## config.mk

```make
export PLATFORM = sky130hd
export DESIGN_NAME = fgt_regs
export DESIGN_NICKNAME = d
export VERILOG_FILES = /design/src/logic/fgt_pkg.sv /design/src/logic/fgt_trim_reg.sv /design/src/logic/fgt_trim_select.sv /design/src/logic/fgt_regs.sv
export SDC_FILE = /design/constraint.sdc
export NUM_CORES = 1
export LEC_CHECK = 0
export BUFFER_PORTS_ARGS = -buffer_cell sky130_fd_sc_hd__clkbuf_2
export CORE_ASPECT_RATIO = 0.9
export CORE_MARGIN = 1
export CORE_UTILIZATION = 50
export CTS_BUF_LIST = sky130_fd_sc_hd__clkbuf_2
export DETAILED_ROUTE_END_ITERATION = 8
export GPL_TIMING_DRIVEN = 0
export PLACE_DENSITY = 0.89
export RECOVER_POWER = 50
export SLEW_MARGIN = 20
export SYNTH_ARGS = -nofsm -noshare
export SYNTH_HDL_FRONTEND = slang
export SYNTH_HIERARCHICAL = 1
export SYNTH_SLANG_ARGS = --single-unit
```

## constraint.sdc

```tcl
create_clock -name aclk -period 2.9 [get_ports aclk]
set_clock_uncertainty 0.2 [all_clocks]
set_input_delay 0.435 -clock aclk [delete_from_list [all_inputs] [get_ports aclk]]
set_output_delay 0.435 -clock aclk [all_outputs]
set_load 0.01 [all_outputs]
```

## src/logic/fgt_pkg.sv

```systemverilog
// Constants and types shared by the fine gain trim register bank
// Summary of operation
// RULE1: Core 0 trim in bits 4:0, index 0x360
// RULE2: Core 1 trim in bits 4:0, index 0x361
// RULE3: Core 2 uses index 0x362 on pair A
// RULE4: Core 2 uses index 0x363 on pair B
// RULE5: Core 3 uses index 0x364 on pair C
// RULE6: Core 3 uses index 0x365 on pair D
// RULE7: Core 4 trim in bits 4:0, index 0x366
// RULE8: Core 5 trim in bits 4:0, index 0x367
// RULE9: Software keeps reserved bits 7:5 at zero
// RULE10: Trim defaults are loaded from fuse ROM
// RULE11: Registers read back last written or loaded value
package fgt_pkg;

  // Bank geometry
  localparam int NUM_REGS   = 8;
  localparam int REG_W      = 8;
  localparam int TRIM_W     = 5;
  localparam int TRIM_LSB   = 0;
  localparam int TRIM_MSB   = 4;
  localparam int RSVD_LSB   = 5;
  localparam int RSVD_MSB   = 7;

  // Bus geometry; byte address is four times the register index
  localparam int AXI_ADDR_W = 12;
  localparam int AXI_DATA_W = 32;
  localparam int IDX_W      = 10;
  localparam int IDX_LSB    = 2;

  // Register indices
  localparam logic [IDX_W-1:0] IDX_CORE0  = 10'h360;
  localparam logic [IDX_W-1:0] IDX_CORE1  = 10'h361;
  localparam logic [IDX_W-1:0] IDX_CORE2A = 10'h362;
  localparam logic [IDX_W-1:0] IDX_CORE2B = 10'h363;
  localparam logic [IDX_W-1:0] IDX_CORE3C = 10'h364;
  localparam logic [IDX_W-1:0] IDX_CORE3D = 10'h365;
  localparam logic [IDX_W-1:0] IDX_CORE4  = 10'h366;
  localparam logic [IDX_W-1:0] IDX_CORE5  = 10'h367;
  localparam logic [IDX_W-1:0] IDX_STATUS = 10'h368;

  // Bank slots
  localparam int SLOT_CORE0  = 0;
  localparam int SLOT_CORE1  = 1;
  localparam int SLOT_CORE2A = 2;
  localparam int SLOT_CORE2B = 3;
  localparam int SLOT_CORE3C = 4;
  localparam int SLOT_CORE3D = 5;
  localparam int SLOT_CORE4  = 6;
  localparam int SLOT_CORE5  = 7;

  // Reset values and status fields
  localparam logic [REG_W-1:0]      TRIM_RST      = 8'h00;
  localparam logic [AXI_DATA_W-1:0] RDATA_RST     = 32'h0000_0000;
  localparam int                    STAT_FUSE_BIT = 0;
  localparam int                    STAT_SELB_BIT = 1;
  localparam int                    STAT_SELD_BIT = 2;

  // Bus responses
  localparam logic [1:0] RESP_OKAY   = 2'h0;
  localparam logic [1:0] RESP_SLVERR = 2'h2;

  // Carriers
  typedef logic [REG_W-1:0] fgt_byte_t;
  typedef fgt_byte_t [NUM_REGS-1:0] fgt_bank_t;

  typedef struct packed {
    logic [TRIM_W-1:0] c5;
    logic [TRIM_W-1:0] c4;
    logic [TRIM_W-1:0] c3;
    logic [TRIM_W-1:0] c2;
    logic [TRIM_W-1:0] c1;
    logic [TRIM_W-1:0] c0;
  } fgt_core_trims_t;

  typedef struct packed {
    logic sel_d;
    logic sel_b;
  } fgt_input_sel_t;

  // Bus channel states
  typedef enum logic [2:0] {
    WR_COLLECT = 3'b001,
    WR_APPLY   = 3'b010,
    WR_RESP    = 3'b100
  } fgt_wr_state_t;

  typedef enum logic [1:0] {
    RD_IDLE = 2'b01,
    RD_RESP = 2'b10
  } fgt_rd_state_t;

endpackage

```

## src/logic/fgt_trim_reg.sv

```systemverilog
// One trim register loaded by software or by fuse ROM
`timescale 1ns/1ns
module fgt_trim_reg #(
  parameter logic [7:0] RST_VAL = fgt_pkg::TRIM_RST
) (
  input  wire logic             aclk,
  input  wire logic             aresetn,
  input  wire logic             sw_we,
  input  wire fgt_pkg::fgt_byte_t sw_data,
  input  wire logic             fuse_we,
  input  wire fgt_pkg::fgt_byte_t fuse_data,
  output fgt_pkg::fgt_byte_t    trim_q
);

  fgt_pkg::fgt_byte_t trim_d;

  // Software write beats a fuse load in the same cycle
  assign trim_d = sw_we ? sw_data : (fuse_we ? fuse_data : trim_q);

  // Storage
  always_ff @(posedge aclk)
  begin
    if (!aresetn)
      trim_q <= RST_VAL;
    else
      trim_q <= trim_d;
  end

endmodule // fgt_trim_reg

```

## src/logic/fgt_trim_select.sv

```systemverilog
// Picks the trim for a core that alternates between two input pairs
`timescale 1ns/1ns
module fgt_trim_select (
  input  wire logic        aclk,
  input  wire logic        aresetn,
  input  wire logic        sel_second,
  input  wire logic [4:0]  trim_first,
  input  wire logic [4:0]  trim_second,
  output logic [4:0]       applied_q
);

  logic [4:0] applied_d;

  // Second pair trim replaces the first while it is selected
  assign applied_d = sel_second ? trim_second : trim_first;

  // Registered trim toward the core
  always_ff @(posedge aclk)
  begin
    if (!aresetn)
      applied_q <= 5'h00;
    else
      applied_q <= applied_d;
  end

endmodule // fgt_trim_select

```

## src/logic/fgt_regs.sv

```systemverilog
// AXI4-Lite fine gain trim register bank for six converter cores
//
// Register access over AXI4-Lite is this design's own decision.
`timescale 1ns/1ns
module fgt_regs (
  input  wire logic                     aclk,
  input  wire logic                     aresetn,
  input  wire logic [11:0]              s_axi_awaddr,
  input  wire logic [2:0]               s_axi_awprot,
  input  wire logic                     s_axi_awvalid,
  output logic                          s_axi_awready,
  input  wire logic [31:0]              s_axi_wdata,
  input  wire logic [3:0]               s_axi_wstrb,
  input  wire logic                     s_axi_wvalid,
  output logic                          s_axi_wready,
  output logic [1:0]                    s_axi_bresp,
  output logic                          s_axi_bvalid,
  input  wire logic                     s_axi_bready,
  input  wire logic [11:0]              s_axi_araddr,
  input  wire logic [2:0]               s_axi_arprot,
  input  wire logic                     s_axi_arvalid,
  output logic                          s_axi_arready,
  output logic [31:0]                   s_axi_rdata,
  output logic [1:0]                    s_axi_rresp,
  output logic                          s_axi_rvalid,
  input  wire logic                     s_axi_rready,
  input  wire logic                     fuse_load_valid,
  input  wire fgt_pkg::fgt_bank_t       fuse_trim_bank,
  input  wire fgt_pkg::fgt_input_sel_t  core_input_sel,
  output fgt_pkg::fgt_core_trims_t      core_trims,
  output logic                          fuse_loaded
);

  // Write channel state
  fgt_pkg::fgt_wr_state_t  wr_state_q;
  logic                    awready_q;
  logic                    wready_q;
  logic                    aw_held_q;
  logic                    w_held_q;
  logic [11:0]             awaddr_q;
  logic [31:0]             wdata_q;
  logic [3:0]              wstrb_q;
  logic                    bvalid_q;
  logic [1:0]              bresp_q;

  // Read channel state
  fgt_pkg::fgt_rd_state_t  rd_state_q;
  logic                    arready_q;
  logic                    rvalid_q;
  logic [31:0]             rdata_q;
  logic [1:0]              rresp_q;

  // Block state
  logic                    fuse_loaded_q;
  fgt_pkg::fgt_bank_t      bank_q;
  logic [4:0]              core2_q;
  logic [4:0]              core3_q;

  // Handshake decode
  wire                     aw_fire;
  wire                     w_fire;
  wire                     ar_fire;
  wire                     aw_have;
  wire                     w_have;
  assign aw_fire = s_axi_awvalid && awready_q;
  assign w_fire  = s_axi_wvalid && wready_q;
  assign ar_fire = s_axi_arvalid && arready_q;
  assign aw_have = aw_held_q || aw_fire;
  assign w_have  = w_held_q || w_fire;

  // Write address decode
  wire [9:0]               wr_idx;
  wire [9:0]               wr_off;
  wire                     wr_trim_hit;
  wire                     wr_stat_hit;
  wire                     wr_apply;
  wire                     wr_lane0;
  assign wr_idx      = awaddr_q[11:2];
  assign wr_off      = wr_idx - fgt_pkg::IDX_CORE0;
  assign wr_trim_hit = (wr_idx >= fgt_pkg::IDX_CORE0) && (wr_idx <= fgt_pkg::IDX_CORE5);
  assign wr_stat_hit = (wr_idx == fgt_pkg::IDX_STATUS);
  assign wr_apply    = (wr_state_q == fgt_pkg::WR_APPLY);
  assign wr_lane0    = wstrb_q[0];

  // Read address decode
  wire [9:0]               rd_idx;
  wire [9:0]               rd_off;
  wire                     rd_trim_hit;
  wire                     rd_stat_hit;
  wire [7:0]               rd_byte;
  wire [31:0]              stat_word;
  wire [31:0]              rd_word;
  assign rd_idx      = s_axi_araddr[11:2];
  assign rd_off      = rd_idx - fgt_pkg::IDX_CORE0;
  assign rd_trim_hit = (rd_idx >= fgt_pkg::IDX_CORE0) && (rd_idx <= fgt_pkg::IDX_CORE5);
  assign rd_stat_hit = (rd_idx == fgt_pkg::IDX_STATUS);
  assign rd_byte     = bank_q[rd_off[2:0]];

  // Status word: fuse load seen and current input pair selects
  assign stat_word = {29'h0000_0000, core_input_sel.sel_d, core_input_sel.sel_b, fuse_loaded_q};

  // Read mux, upper bits read as zero
  assign rd_word = rd_trim_hit ? {24'h00_0000, rd_byte} : // RULE11
                   (rd_stat_hit ? stat_word : fgt_pkg::RDATA_RST);

  // Write channel: collect address and data in any order, apply, respond
  always_ff @(posedge aclk)
  begin
    if (!aresetn)
    begin
      wr_state_q <= fgt_pkg::WR_COLLECT;
      awready_q  <= 1'b1;
      wready_q   <= 1'b1;
      aw_held_q  <= 1'b0;
      w_held_q   <= 1'b0;
      awaddr_q   <= 12'h000;
      wdata_q    <= 32'h0000_0000;
      wstrb_q    <= 4'h0;
      bvalid_q   <= 1'b0;
      bresp_q    <= fgt_pkg::RESP_OKAY;
    end
    else
    begin
      case (wr_state_q)
        fgt_pkg::WR_COLLECT:
        begin
          if (aw_fire)
          begin
            awaddr_q  <= s_axi_awaddr;
            aw_held_q <= 1'b1;
            awready_q <= 1'b0;
          end
          if (w_fire)
          begin
            wdata_q  <= s_axi_wdata;
            wstrb_q  <= s_axi_wstrb;
            w_held_q <= 1'b1;
            wready_q <= 1'b0;
          end
          if (aw_have && w_have)
            wr_state_q <= fgt_pkg::WR_APPLY;
        end
        fgt_pkg::WR_APPLY:
        begin
          bvalid_q   <= 1'b1;
          bresp_q    <= (wr_trim_hit || wr_stat_hit) ? fgt_pkg::RESP_OKAY : fgt_pkg::RESP_SLVERR;
          aw_held_q  <= 1'b0;
          w_held_q   <= 1'b0;
          wr_state_q <= fgt_pkg::WR_RESP;
        end
        fgt_pkg::WR_RESP:
        begin
          if (s_axi_bready)
          begin
            bvalid_q   <= 1'b0;
            awready_q  <= 1'b1;
            wready_q   <= 1'b1;
            wr_state_q <= fgt_pkg::WR_COLLECT;
          end
        end
        default:
        begin
          wr_state_q <= fgt_pkg::WR_COLLECT;
        end
      endcase
    end
  end

  // Read channel: one read under way, data registered at acceptance
  always_ff @(posedge aclk)
  begin
    if (!aresetn)
    begin
      rd_state_q <= fgt_pkg::RD_IDLE;
      arready_q  <= 1'b1;
      rvalid_q   <= 1'b0;
      rdata_q    <= fgt_pkg::RDATA_RST;
      rresp_q    <= fgt_pkg::RESP_OKAY;
    end
    else
    begin
      case (rd_state_q)
        fgt_pkg::RD_IDLE:
        begin
          if (ar_fire)
          begin
            rdata_q    <= rd_word; // RULE11
            rresp_q    <= (rd_trim_hit || rd_stat_hit) ? fgt_pkg::RESP_OKAY : fgt_pkg::RESP_SLVERR;
            rvalid_q   <= 1'b1;
            arready_q  <= 1'b0;
            rd_state_q <= fgt_pkg::RD_RESP;
          end
        end
        fgt_pkg::RD_RESP:
        begin
          if (s_axi_rready)
          begin
            rvalid_q   <= 1'b0;
            arready_q  <= 1'b1;
            rd_state_q <= fgt_pkg::RD_IDLE;
          end
        end
        default:
        begin
          rd_state_q <= fgt_pkg::RD_IDLE;
        end
      endcase
    end
  end

  // Sticky flag: fuse contents have been taken since reset
  always_ff @(posedge aclk)
  begin
    if (!aresetn)
      fuse_loaded_q <= 1'b0;
    else if (fuse_load_valid)
      fuse_loaded_q <= 1'b1; // RULE10
  end

  // Eight trim registers, software or fuse loaded, all bits stored
  genvar gi;
  generate
    for (gi = 0; gi < fgt_pkg::NUM_REGS; gi = gi + 1)
    begin : g_trim
      wire sw_we;
      assign sw_we = wr_apply && wr_trim_hit && wr_lane0 && (wr_off[2:0] == 3'(gi)); // RULE11
      fgt_trim_reg #(
        .RST_VAL (fgt_pkg::TRIM_RST)
      ) u_trim (
        .aclk      (aclk),
        .aresetn   (aresetn),
        .sw_we     (sw_we),
        .sw_data   (wdata_q[7:0]),
        .fuse_we   (fuse_load_valid), // RULE10
        .fuse_data (fuse_trim_bank[gi]),
        .trim_q    (bank_q[gi])
      );
    end
  endgenerate

  // Core 2 trim follows its selected input pair
  fgt_trim_select u_core2_sel (
    .aclk        (aclk),
    .aresetn     (aresetn),
    .sel_second  (core_input_sel.sel_b), // RULE3 RULE4
    .trim_first  (bank_q[fgt_pkg::SLOT_CORE2A][4:0]),
    .trim_second (bank_q[fgt_pkg::SLOT_CORE2B][4:0]),
    .applied_q   (core2_q)
  );

  // Core 3 trim follows its selected input pair
  fgt_trim_select u_core3_sel (
    .aclk        (aclk),
    .aresetn     (aresetn),
    .sel_second  (core_input_sel.sel_d), // RULE5 RULE6
    .trim_first  (bank_q[fgt_pkg::SLOT_CORE3C][4:0]),
    .trim_second (bank_q[fgt_pkg::SLOT_CORE3D][4:0]),
    .applied_q   (core3_q)
  );

  // Trim fields toward the cores, reserved bits not used
  assign core_trims.c0 = bank_q[fgt_pkg::SLOT_CORE0][4:0]; // RULE1
  assign core_trims.c1 = bank_q[fgt_pkg::SLOT_CORE1][4:0]; // RULE2
  assign core_trims.c2 = core2_q;
  assign core_trims.c3 = core3_q;
  assign core_trims.c4 = bank_q[fgt_pkg::SLOT_CORE4][4:0]; // RULE7
  assign core_trims.c5 = bank_q[fgt_pkg::SLOT_CORE5][4:0]; // RULE8

  // Bus outputs straight from flops
  assign s_axi_awready = awready_q;
  assign s_axi_wready  = wready_q;
  assign s_axi_bvalid  = bvalid_q;
  assign s_axi_bresp   = bresp_q;
  assign s_axi_arready = arready_q;
  assign s_axi_rvalid  = rvalid_q;
  assign s_axi_rdata   = rdata_q;
  assign s_axi_rresp   = rresp_q;
  assign fuse_loaded   = fuse_loaded_q;

  // Helper views for checks
  wire [4:0] trim2a;
  wire [4:0] trim2b;
  wire [4:0] trim3c;
  wire [4:0] trim3d;
  assign trim2a = bank_q[fgt_pkg::SLOT_CORE2A][4:0];
  assign trim2b = bank_q[fgt_pkg::SLOT_CORE2B][4:0];
  assign trim3c = bank_q[fgt_pkg::SLOT_CORE3C][4:0];
  assign trim3d = bank_q[fgt_pkg::SLOT_CORE3D][4:0];
endmodule // fgt_regs

```

# Word level (Yosys, flattened, before mapping)
# Index checks and enable logic that the tools add are counted.
classes:
  addsub: 2
  magnitude_cmp: 5
  n_eq_ne: 20
  muxes: 47
  n_reduce_logical: 44
ops:
  columns: ["operator", "n"]
  rows:
  - ["$mux 8", 18]
  - ["$bmux 8 s3", 1]
  - ["$reduce_bool 2->1", 12]
  - ["$eq 10x10->1 const B", 2]
  - ["$ge 10x10->1 const B", 2]
  - ["$le 10x10->1 const B", 2]
  - ["$logic_and 1x1->1", 16]
  - ["$reduce_and 2->1", 8]
  - ["$eq 3x3->1 const B", 5]
  - ["$pmux 1 s2", 7]
  - ["$ne 2x2->1 const B", 6]
  - ["$mux 1", 10]
  - ["$mux 5", 2]
  - ["$eq 3x2->1 const B", 3]
  - ["$mux 3", 3]
  - ["$pmux 3 s3", 1]
  - ["$reduce_and 3->1", 3]
  - ["$mux 2", 4]
  - ["$eq 3x1->1 const B", 2]
  - ["$sub 3x1->3 const B", 2]
  - ["$logic_or 1x1->1", 4]
  - ["$lt 3x4->1 const B", 1]
  - ["$pmux 2 s2", 1]
  - ["$logic_not 3->1", 1]
  - ["other kinds (2)", 2]
word_totals:
  regBits: 144
  in_bits: 140
  output_inout_bits: 72
  wordCells: 144

# Longest topological paths before layout
# Gate-level depths: netlist (run 1).
depth:
  ltp_word: 6
  ltp_mapped: 7
  depth_no_buf: 6

# By module
# Netlist (run 1), hierarchy kept.
by_module_without_submodules:
  columns: ["module", "n_inst", "cells_each", "area_per_inst_um2", "seq_area_each_um2"]
  rows:
  - ["fgt_trim_reg", 8, 35, 440.4, 160.2]
  - ["fgt_regs", 1, 253, 2344.7, 840.8]
  - ["fgt_trim_select", 2, 16, 192.7, 100.1]

# Least setup slack after synthesis (run 1)
# Ideal clock, no wire load.
synth_timing:
  kind: "flip-flop to flip-flop"
  start: "register wr_state_q[1]"
  end: "register g_trim[0].u_trim.trim_q[3]"
  setup_ns: 0.116
  t_arrival_ns: 1.929
  required_time_ns: 2.584
  path_slack_ns: 0.655
  stages_incl_launch_ff: 8
  path_buffers: 1
  period_less_slack_ns: 2.245
  path_cell_list: "dfxtp_1 -> nor3b_1 -> and4_1 -> nand2b_1 -> nor3_1 -> buf_2 -> or2b_1 -> o211a_1"
synth_via:
  elab_chain_cells: 5
  word_cells_on_any_way: 6
  cone_classes: "eq/ne: 1; mux: 1; reduce/logical: 4"
synth_rtl:
  columns: ["item", "line", "rtl"]
  rows:
  - ["from (decl)", "fgt_regs.sv:35", "fgt_pkg::fgt_wr_state_t wr_state_q;"]
  - ["from (signal assigned)", "fgt_regs.sv:111", "wr_state_q <= fgt_pkg::WR_COLLECT;"]
  - ["from (signal assigned)", "fgt_regs.sv:141", "wr_state_q <= fgt_pkg::WR_APPLY;"]
  - ["from (signal assigned)", "fgt_regs.sv:149", "wr_state_q <= fgt_pkg::WR_RESP;"]
  - ["$eq 3x2->1 *", "fgt_regs.sv:82", "assign wr_apply = (wr_state_q == fgt_pkg::WR_APPLY);"]
  - ["$logic_and 1x1->1 * (3 in a row)", "fgt_regs.sv:226", "assign sw_we = wr_apply && wr_trim_hit && wr_lane0 && (wr_off[2:0] == 3'(gi));"]
  - ["via g_trim[0].sw_we", "fgt_regs.sv:225", "wire sw_we;"]
  - ["$mux 8 or $reduce_bool 2->1 (tied branches)", null, null]
  - ["to (signal assigned)", "fgt_trim_reg.sv:26", "trim_q <= trim_d;"]
  - ["to (decl)", "fgt_trim_reg.sv:12", "output fgt_pkg::fgt_byte_t trim_q"]
# Mark *: on every way through the listed nets, which the timed path passes. The rest lies on a longest branch.
# A chain may end at the register's enable or synchronous reset.

# Final worst setup path (run 1)
layout_timing:
  start: "register wr_state_q[1]"
  end: "register g_trim[6].u_trim.trim_q[3]"
layout_via:
  elab_chain_cells: 5
  word_cells_on_any_way: 6
  cone_classes: "eq/ne: 1; mux: 1; reduce/logical: 4"
layout_rtl:
  columns: ["item", "line"]
  rows:
  - ["$eq 3x2->1 *", "fgt_regs.sv:82"]
  - ["$logic_and 1x1->1 * (3 in a row)", "fgt_regs.sv:226"]
  - ["via g_trim[6].sw_we", "fgt_regs.sv:225"]
  - ["$mux 8 or $reduce_bool 2->1 (tied branches)", null]
  - ["to (signal assigned)", "fgt_trim_reg.sv:26"]
  - ["to (decl)", "fgt_trim_reg.sv:12"]
# Marks and branches as above.

==> flow_summary.json, run 1 <==
{
  "synth.largest_area_cell": "dfxtp_1",
  "antenna_found_initial": 1,
  "crit_path_end": "g_trim[6].u_trim/trim_q[3]",
  "cp_data_required_time_ns": 3.36,
  "worst_pin_slew_ns": 0.700,
  "drcViolationCount": 0,
  "r2r_slack_ns": 0.28,
  "clk_pin_slew_ns": 0.19,
  "min_path_type": "primary input to flop",
  "synth_top_family_by_area": "multiplexers",
  "final_util": 0.695,
  "cpLargestDelayFamily": "simple AND/OR/NAND/NOR gates",
  "clock_path_buffers": 2,
  "grt-ovfl-total": 0,
  "coreArea_mm2": 0.0121,
  "synth-main-ff-cell": "dfxtp_1",
  "place_inst": 896,
  "area.growth.synth_to_final_pct": 34.8,
  "max_stage_delay_ns": 0.42,
  "clk_latency_ns": 0.75,
  "outcome": "finished clean",
  "cts_max_level": 4,
  "antenna_left": 0,
  "synth_warnings": 6,
  "start_util": 0.516,
  "slew_viol_final": 0,
  "reg2reg_to": "g_trim[6].u_trim/trim_q[3]",
  "ioPinCount": 212,
  "ys_seq_area_frac": 0.371,
  "avgViaCountPerCell": 5.58,
  "num_rows": 38,
  "worst-path-stages": 7,
  "timing.fmax_mhz": 381,
  "synth_cells": 565,
  "final_cells": 1027,
  "gp_congestion": 0.852,
  "ys_seq_elements": 116,
  "cts.sinks": 116,
  "fin_crit_sh": 0.905,
  "cts_made_buffers": 17,
  "die_area_mm2": 0.0130,
  "path_class": "flop to flop",
  "maxCapViolCount": 0,
  "diodes": 0,
  "fin_crit_ns": 2.62,
  "synthSimpleGateAreaFrac": 0.165,
  "syn_area_mm2": 0.00625,
  "grt_pass1_vias": 5820,
  "grt_max_degree": 27,
  "end_kind": "flop",
  "crit_chain": "nor3b_2 -> and4_1 -> nand2_1 -> nor2_1 -> buf_2 -> or2b_1 -> o211a_1",
  "r2r-start": "wr_state_q[1]",
  "layout-drive-gt1-share": 0.302,
  "worst-path-buf-inv": 1,
  "synth_compound_area_frac": 0.134,
  "hold_viol_final": 0,
  "synth.area.top_cells": "dfxtp_1 37%, mux2_4 15%, o211a_1 10%, or2b_1 7.7%, mux2i_1 4.6%",
  "cts_tree": "done",
  "rsz0062_at_grt": "false",
  "slew_headroom": 0.533,
  "place_hpwl_um": 12300,
  "leakagePower_nw": 4.37,
  "drt_wl_total_um": 20400,
  "synth-xor-area-share": 0,
  "wl_per_cell_um": 19.9,
  "synth.most_common_cell": "dfxtp_1",
  "netlist_top_cells_count": "116 x dfxtp_1, 64 x mux2_4, 64 x o211a_1, 64 x or2b_1, 37 x nor2_1",
  "critPathSlowestCell": "dfxtp_1",
  "via_count": 5735,
  "final_nets": 995,
  "holdWs_ns": 0.0400,
  "postCtsSetupBuffers": 0,
  "r2r_cells": 7,
  "finalInstanceArea_mm2": 0.00843,
  "synth_mux_area_frac": 0.257,
  "placed_cell_area_mm2": 0.00728,
  "grt_use_total": 0.319,
  "cp.arrival_ns": 3.08,
  "synth_edf_count": 0,
  "ys_types": 37,
  "ir_drop_mv": 0.363,
  "chipHeight_um": 108,
  "start_kind": "flop",
  "finalSetupViolations": 0,
  "die_x_um": 120,
  "power_density_mw_per_mm2": 442,
  "synth_top_area_frac": 0.371,
  "drtIter0Drc": 458,
  "synthAdderAreaFrac": 0,
  "placement.io_buffers": 146,
  "power.total_mw": 3.73,
  "cts-root-buf": "clkbuf_2",
  "critical_path.max_fanout": 10,
  "postSynth.asyncResetShare": 0,
  "avgSynthCellArea_um2": 11.1,
  "drt_first_pass_iters": 5,
  "grt_pass1_wl_um": 30600,
  "crit_path_start": "wr_state_q[1]"
}
==> how the worst min path moves through the flow <==
stage | cells after the start | startpoint | end
4_1_cts | 4 | s_axi_araddr[4] | s_axi_rdata[6]
2_1_floorplan | 2 | wstrb_q[0] | wstrb_q[0]
3_5_place_dp | 2 | s_axi_rdata[1] | s_axi_rdata[1]
6_report | 4 | s_axi_araddr[4] | s_axi_rdata[6]
5_1_grt | 5 | s_axi_araddr[6] | s_axi_rdata[0]
3_3_place_gp | 2 | s_axi_rdata[7] | s_axi_rdata[7]
==> sequential cells by signal, indices dropped and copies added, names as in the netlist <==
name and cells:
w_held_q 1, s_axi_rvalid 1, u_core3_sel/applied_q 5, s_axi_awready 1
fuse_loaded 1, s_axi_bvalid 1, u_core2_sel/applied_q 5, s_axi_bresp 1
s_axi_rdata 8, s_axi_rresp 1, aw_held_q 1, wdata_q 8
s_axi_arready 1, s_axi_wready 1, wr_state_q 3, wstrb_q 1
g_trim.u_trim/trim_q 64, rd_state_q 2, awaddr_q 10
==> through the flow <==
step / TNS, ns / setup WS [ns]
final: 0 / 0.276
after global routing: 0 / 0.144
after detailed placement: -0.0553 / -0.0292
after global placement: 0 / 0.0182
after CTS: 0 / 0.0993
after floorplan: 0 / 0.655
==> logic make-up after synthesis <==
family	after synthesis
AO/OA/AOI/OAI	98
buffers and inverters	67
flip-flops	116
multiplexers	108
other	1
AND/OR/NAND/NOR	175
==> final cells by class <==
cell class | instances | area (um2)
Fill cell | 870 | 3690
Multi-Input combinational cell | 407 | 3580
Sequential cell | 116 | 2320
Timing Repair Buffer | 246 | 1690
Buffer | 63 | 417
Tap cell | 160 | 200
Clock inverter | 12 | 115
Clock buffer | 19 | 95.1
Inverter | 4 | 15.0
==> timing repair <==
item	4_1_cts	5_1_grt
hold buffers	100	0
resized for setup	1	1
endpoints found under the hold margin	111	0
endpoints found under the setup margin	2	10
pin swaps	0	0
==> layer usage <==
metal / track usage / wire length, um / vias to the layer above
met5: 0 / 13 / -
met4: 0.181 / 1020 / 2
met3: 0.0897 / 1700 / 96
met2: 0.550 / 9970 / 336
met1: 0.355 / 7720 / 2727
li1: - / - / 2574
==> where the power goes <==
part / switching [mW] / total (mW) / internal, mW
combinational: 0.362 / 0.825 / 0.463
sequential: 0.156 / 1.87 / 1.72
clock: 0.645 / 1.03 / 0.385
total: 1.16 / 3.73 / 2.56
==> placed cells by master (no fill, tap or decap), drive strengths merged, types with 2 or more instances in the layout <==
cell type / Yosys / routed
and3: 4 / 4
o211a: 64 / 64
conb: 1 / 26
nor3: 5 / 5
a2111oi: 2 / 2
nor4bb: 2 / 2
clkinv: 1 / 10
and4b: 3 / 3
nand4: 2 / 2
nand3: 2 / 2
nor2: 37 / 37
buf: 59 / 55
mux2i: 29 / 29
dlygate4sd3: 0 / 100
nor3b: 4 / 4
nor2b: 14 / 14
mux2: 65 / 65
mux4: 14 / 14
clkbuf: 4 / 173
nand2: 30 / 30
o21ai: 11 / 11
bufinv: 0 / 2
or2b: 64 / 64
a21oi: 14 / 14
o31ai: 5 / 5
dfxtp: 116 / 116
nand2b: 4 / 4
inv: 3 / 3
nand4b: 2 / 2
==> tightest hold or removal path: cells and delay by family <==
| kind | cells | cell delay [ns] |
|---|---|---|
| muxes | 1 | 0.09 |
| buffers and inverters | 2 | 0.31 |
| AOI/OAI and AO/OA | 1 | 0.14 |
No activity file was read; power rests on OpenSTA's default activity.
==> inputs of run 2 (changes only) <==
--- a/config.mk
+++ b/config.mk
@@ -7,7 +7,7 @@
 export LEC_CHECK = 0
 export BUFFER_PORTS_ARGS = -buffer_cell sky130_fd_sc_hd__clkbuf_2
 export CORE_ASPECT_RATIO = 0.9
-export CORE_MARGIN = 1
+export CORE_MARGIN = 8
 export CORE_UTILIZATION = 50
 export CTS_BUF_LIST = sky130_fd_sc_hd__clkbuf_2
 export DETAILED_ROUTE_END_ITERATION = 8
==> flow_summary.json, run 2 (synthesized netlist as in run 1, its figures left out) <==
{
  "start_kind": "flop",
  "critPathSlowestCell": "dfxtp_1",
  "coreArea_mm2": 0.0121,
  "path_class": "flop to flop",
  "power_density_mw_per_mm2": 453,
  "finalSetupViolations": 0,
  "placed_cell_area_mm2": 0.00728,
  "cts.sinks": 116,
  "layout-drive-gt1-share": 0.297,
  "wl_met1_um": 7790,
  "drcViolationCount": 0,
  "largest_reg_flops": 64,
  "dr_wl_met3_um": 2030,
  "r2r_slack_ns": 0.33,
  "clock_path_buffers": 2,
  "grt_use_total": 0.256,
  "area.growth.synth_to_final_pct": 34.2,
  "crit_path_end": "g_trim[0].u_trim/trim_q[3]",
  "slew_headroom": 0.565,
  "hold_viol_final": 0,
  "r2r_cells": 7,
  "cts_max_level": 4,
  "top_layer_used": "met4",
  "num_rows": 38,
  "chipHeight_um": 122,
  "max_stage_delay_ns": 0.43,
  "end_kind": "flop",
  "grt_pass1_vias": 5927,
  "hold_path_depth": 4,
  "r2r-start": "wr_state_q[1]",
  "wl_per_cell_um": 20.7,
  "drt_first_pass_iters": 5,
  "cp.arrival_ns": 2.97,
  "critical_path.max_fanout": 10,
  "crit_path_start": "wr_state_q[1]",
  "cts-root-buf": "clkbuf_2",
  "cp_data_required_time_ns": 3.30,
  "final_util": 0.692,
  "place_hpwl_um": 13700,
  "dpl_worst_slack_ns": 0.0503,
  "reg_top3": "g_trim.u_trim/trim_q x64, awaddr_q x10",
  "mostFrequentLayoutCells": "127 x clkbuf_2, 116 x dfxtp_1, 93 x dlygate4sd3_1",
  "ir_drop_mv": 0.367,
  "finalInstanceArea_mm2": 0.00839,
  "drtIter0Drc": 533,
  "final_nets": 988,
  "avgViaCountPerCell": 5.53,
  "reg2reg_to": "g_trim[0].u_trim/trim_q[3]",
  "fin_crit_ns": 2.57,
  "cts_made_buffers": 17,
  "met2_length_um": 10200,
  "grt_max_degree": 27,
  "cts_tree": "done",
  "drt_wl_total_um": 21200,
  "antenna_found_initial": 2,
  "min_path_type": "primary input to flop",
  "placement.io_buffers": 146,
  "timing.fmax_mhz": 389,
  "mostFrequentLayoutCell": "clkbuf_2",
  "outcome": "finished clean",
  "worst_slack_ns": 0.330,
  "rsz0062_at_grt": "false",
  "leakagePower_nw": 4.33,
  "crit_chain": "nor3b_2 -> and4_1 -> nand2b_1 -> nor3_1 -> buf_2 -> or2b_1 -> o211a_1",
  "regMostFlops": "g_trim.u_trim/trim_q",
  "via_count": 5664,
  "fin_tns_setup_ns": 0,
  "maxCapViolCount": 0,
  "slew_viol_final": 0,
  "gp_congestion": 0.847,
  "grt_pass1_wl_um": 32400,
  "antenna_left": 0,
  "fin_crit_sh": 0.886,
  "postCtsSetupBuffers": 0,
  "die_area_mm2": 0.0163,
  "grt-ovfl-total": 0,
  "ioPinCount": 212,
  "start_util": 0.516,
  "die_x_um": 134,
  "worst_pin_slew_ns": 0.652,
  "clk_latency_ns": 0.70,
  "clk_pin_slew_ns": 0.18
}
[run 2: cell count changes in the layout (fill, tap and decap cells not counted)]
cell           delta
clkinv_2          -4
clkinv_1          +4
diode_2           +3
dlygate4sd3_1     -7
clkbuf_1          +3
clkbuf_2          -3
bufinv_16         +1
[run 2: worst min-delay path by stage]
stage	slack, ns	from	end
after floorplan	0.23	wstrb_q[0]	wstrb_q[0]
after global placement	0.23	s_axi_rdata[6]	s_axi_rdata[6]
after detailed placement	0.25	s_axi_rdata[5]	s_axi_rdata[5]
after CTS	0.002	s_axi_wvalid	wr_state_q[0]
after global routing	0.06	s_axi_wvalid	wr_state_q[0]
final	0.04	s_axi_wvalid	wr_state_q[0]
[run 2: critical path, delay by kind of cell (launching register included)]
family,cells,cell delay [ns]
and+or+nand+nor,5,1.41
DFF,1,0.43
buffers and inverters,1,0.31
AOI/OAI and AO/OA,1,0.13
[run 2: layer usage]
layer,GRT usage,vias to the layer above
li1,-,2558
met1,0.277,2682
met2,0.438,335
met3,0.0827,89
met4,0.149,0
met5,0,-
[run 2: layout make-up]
class                   instances  area [um2]
fillers                       871        3730
multi-input cells             407        3580
flip-flops and latches        116        2320
repair buffers                239        1610
plain buffers                  63         417
well taps                     160         200
clock inverters                13         140
clock buffers                  19        95.1
inverters                       4        15.0
diodes                          3        7.51
[run 2: timing repair]
item	in CTS	in global routing
endpoints found under the setup margin	0	14
hold buffers	93	0
gates resized for setup	0	2
hold endpoints to repair	108	0
[run 2: through the flow]
stage,total power [mW],std cells,hold WS [ns]
detailed placement,2.58,896,0.248
global route,3.94,1023,0.0591
global placement,2.57,896,0.234
finish,3.80,1024,0.0357
floorplan,2.32,590,0.232
CTS,3.77,1021,0.00170
[run 2: where the power goes]
part | switching, mW | internal (mW)
combinational | 0.357 | 0.457
sequential | 0.152 | 1.72
clock | 0.644 | 0.470
total | 1.15 | 2.64
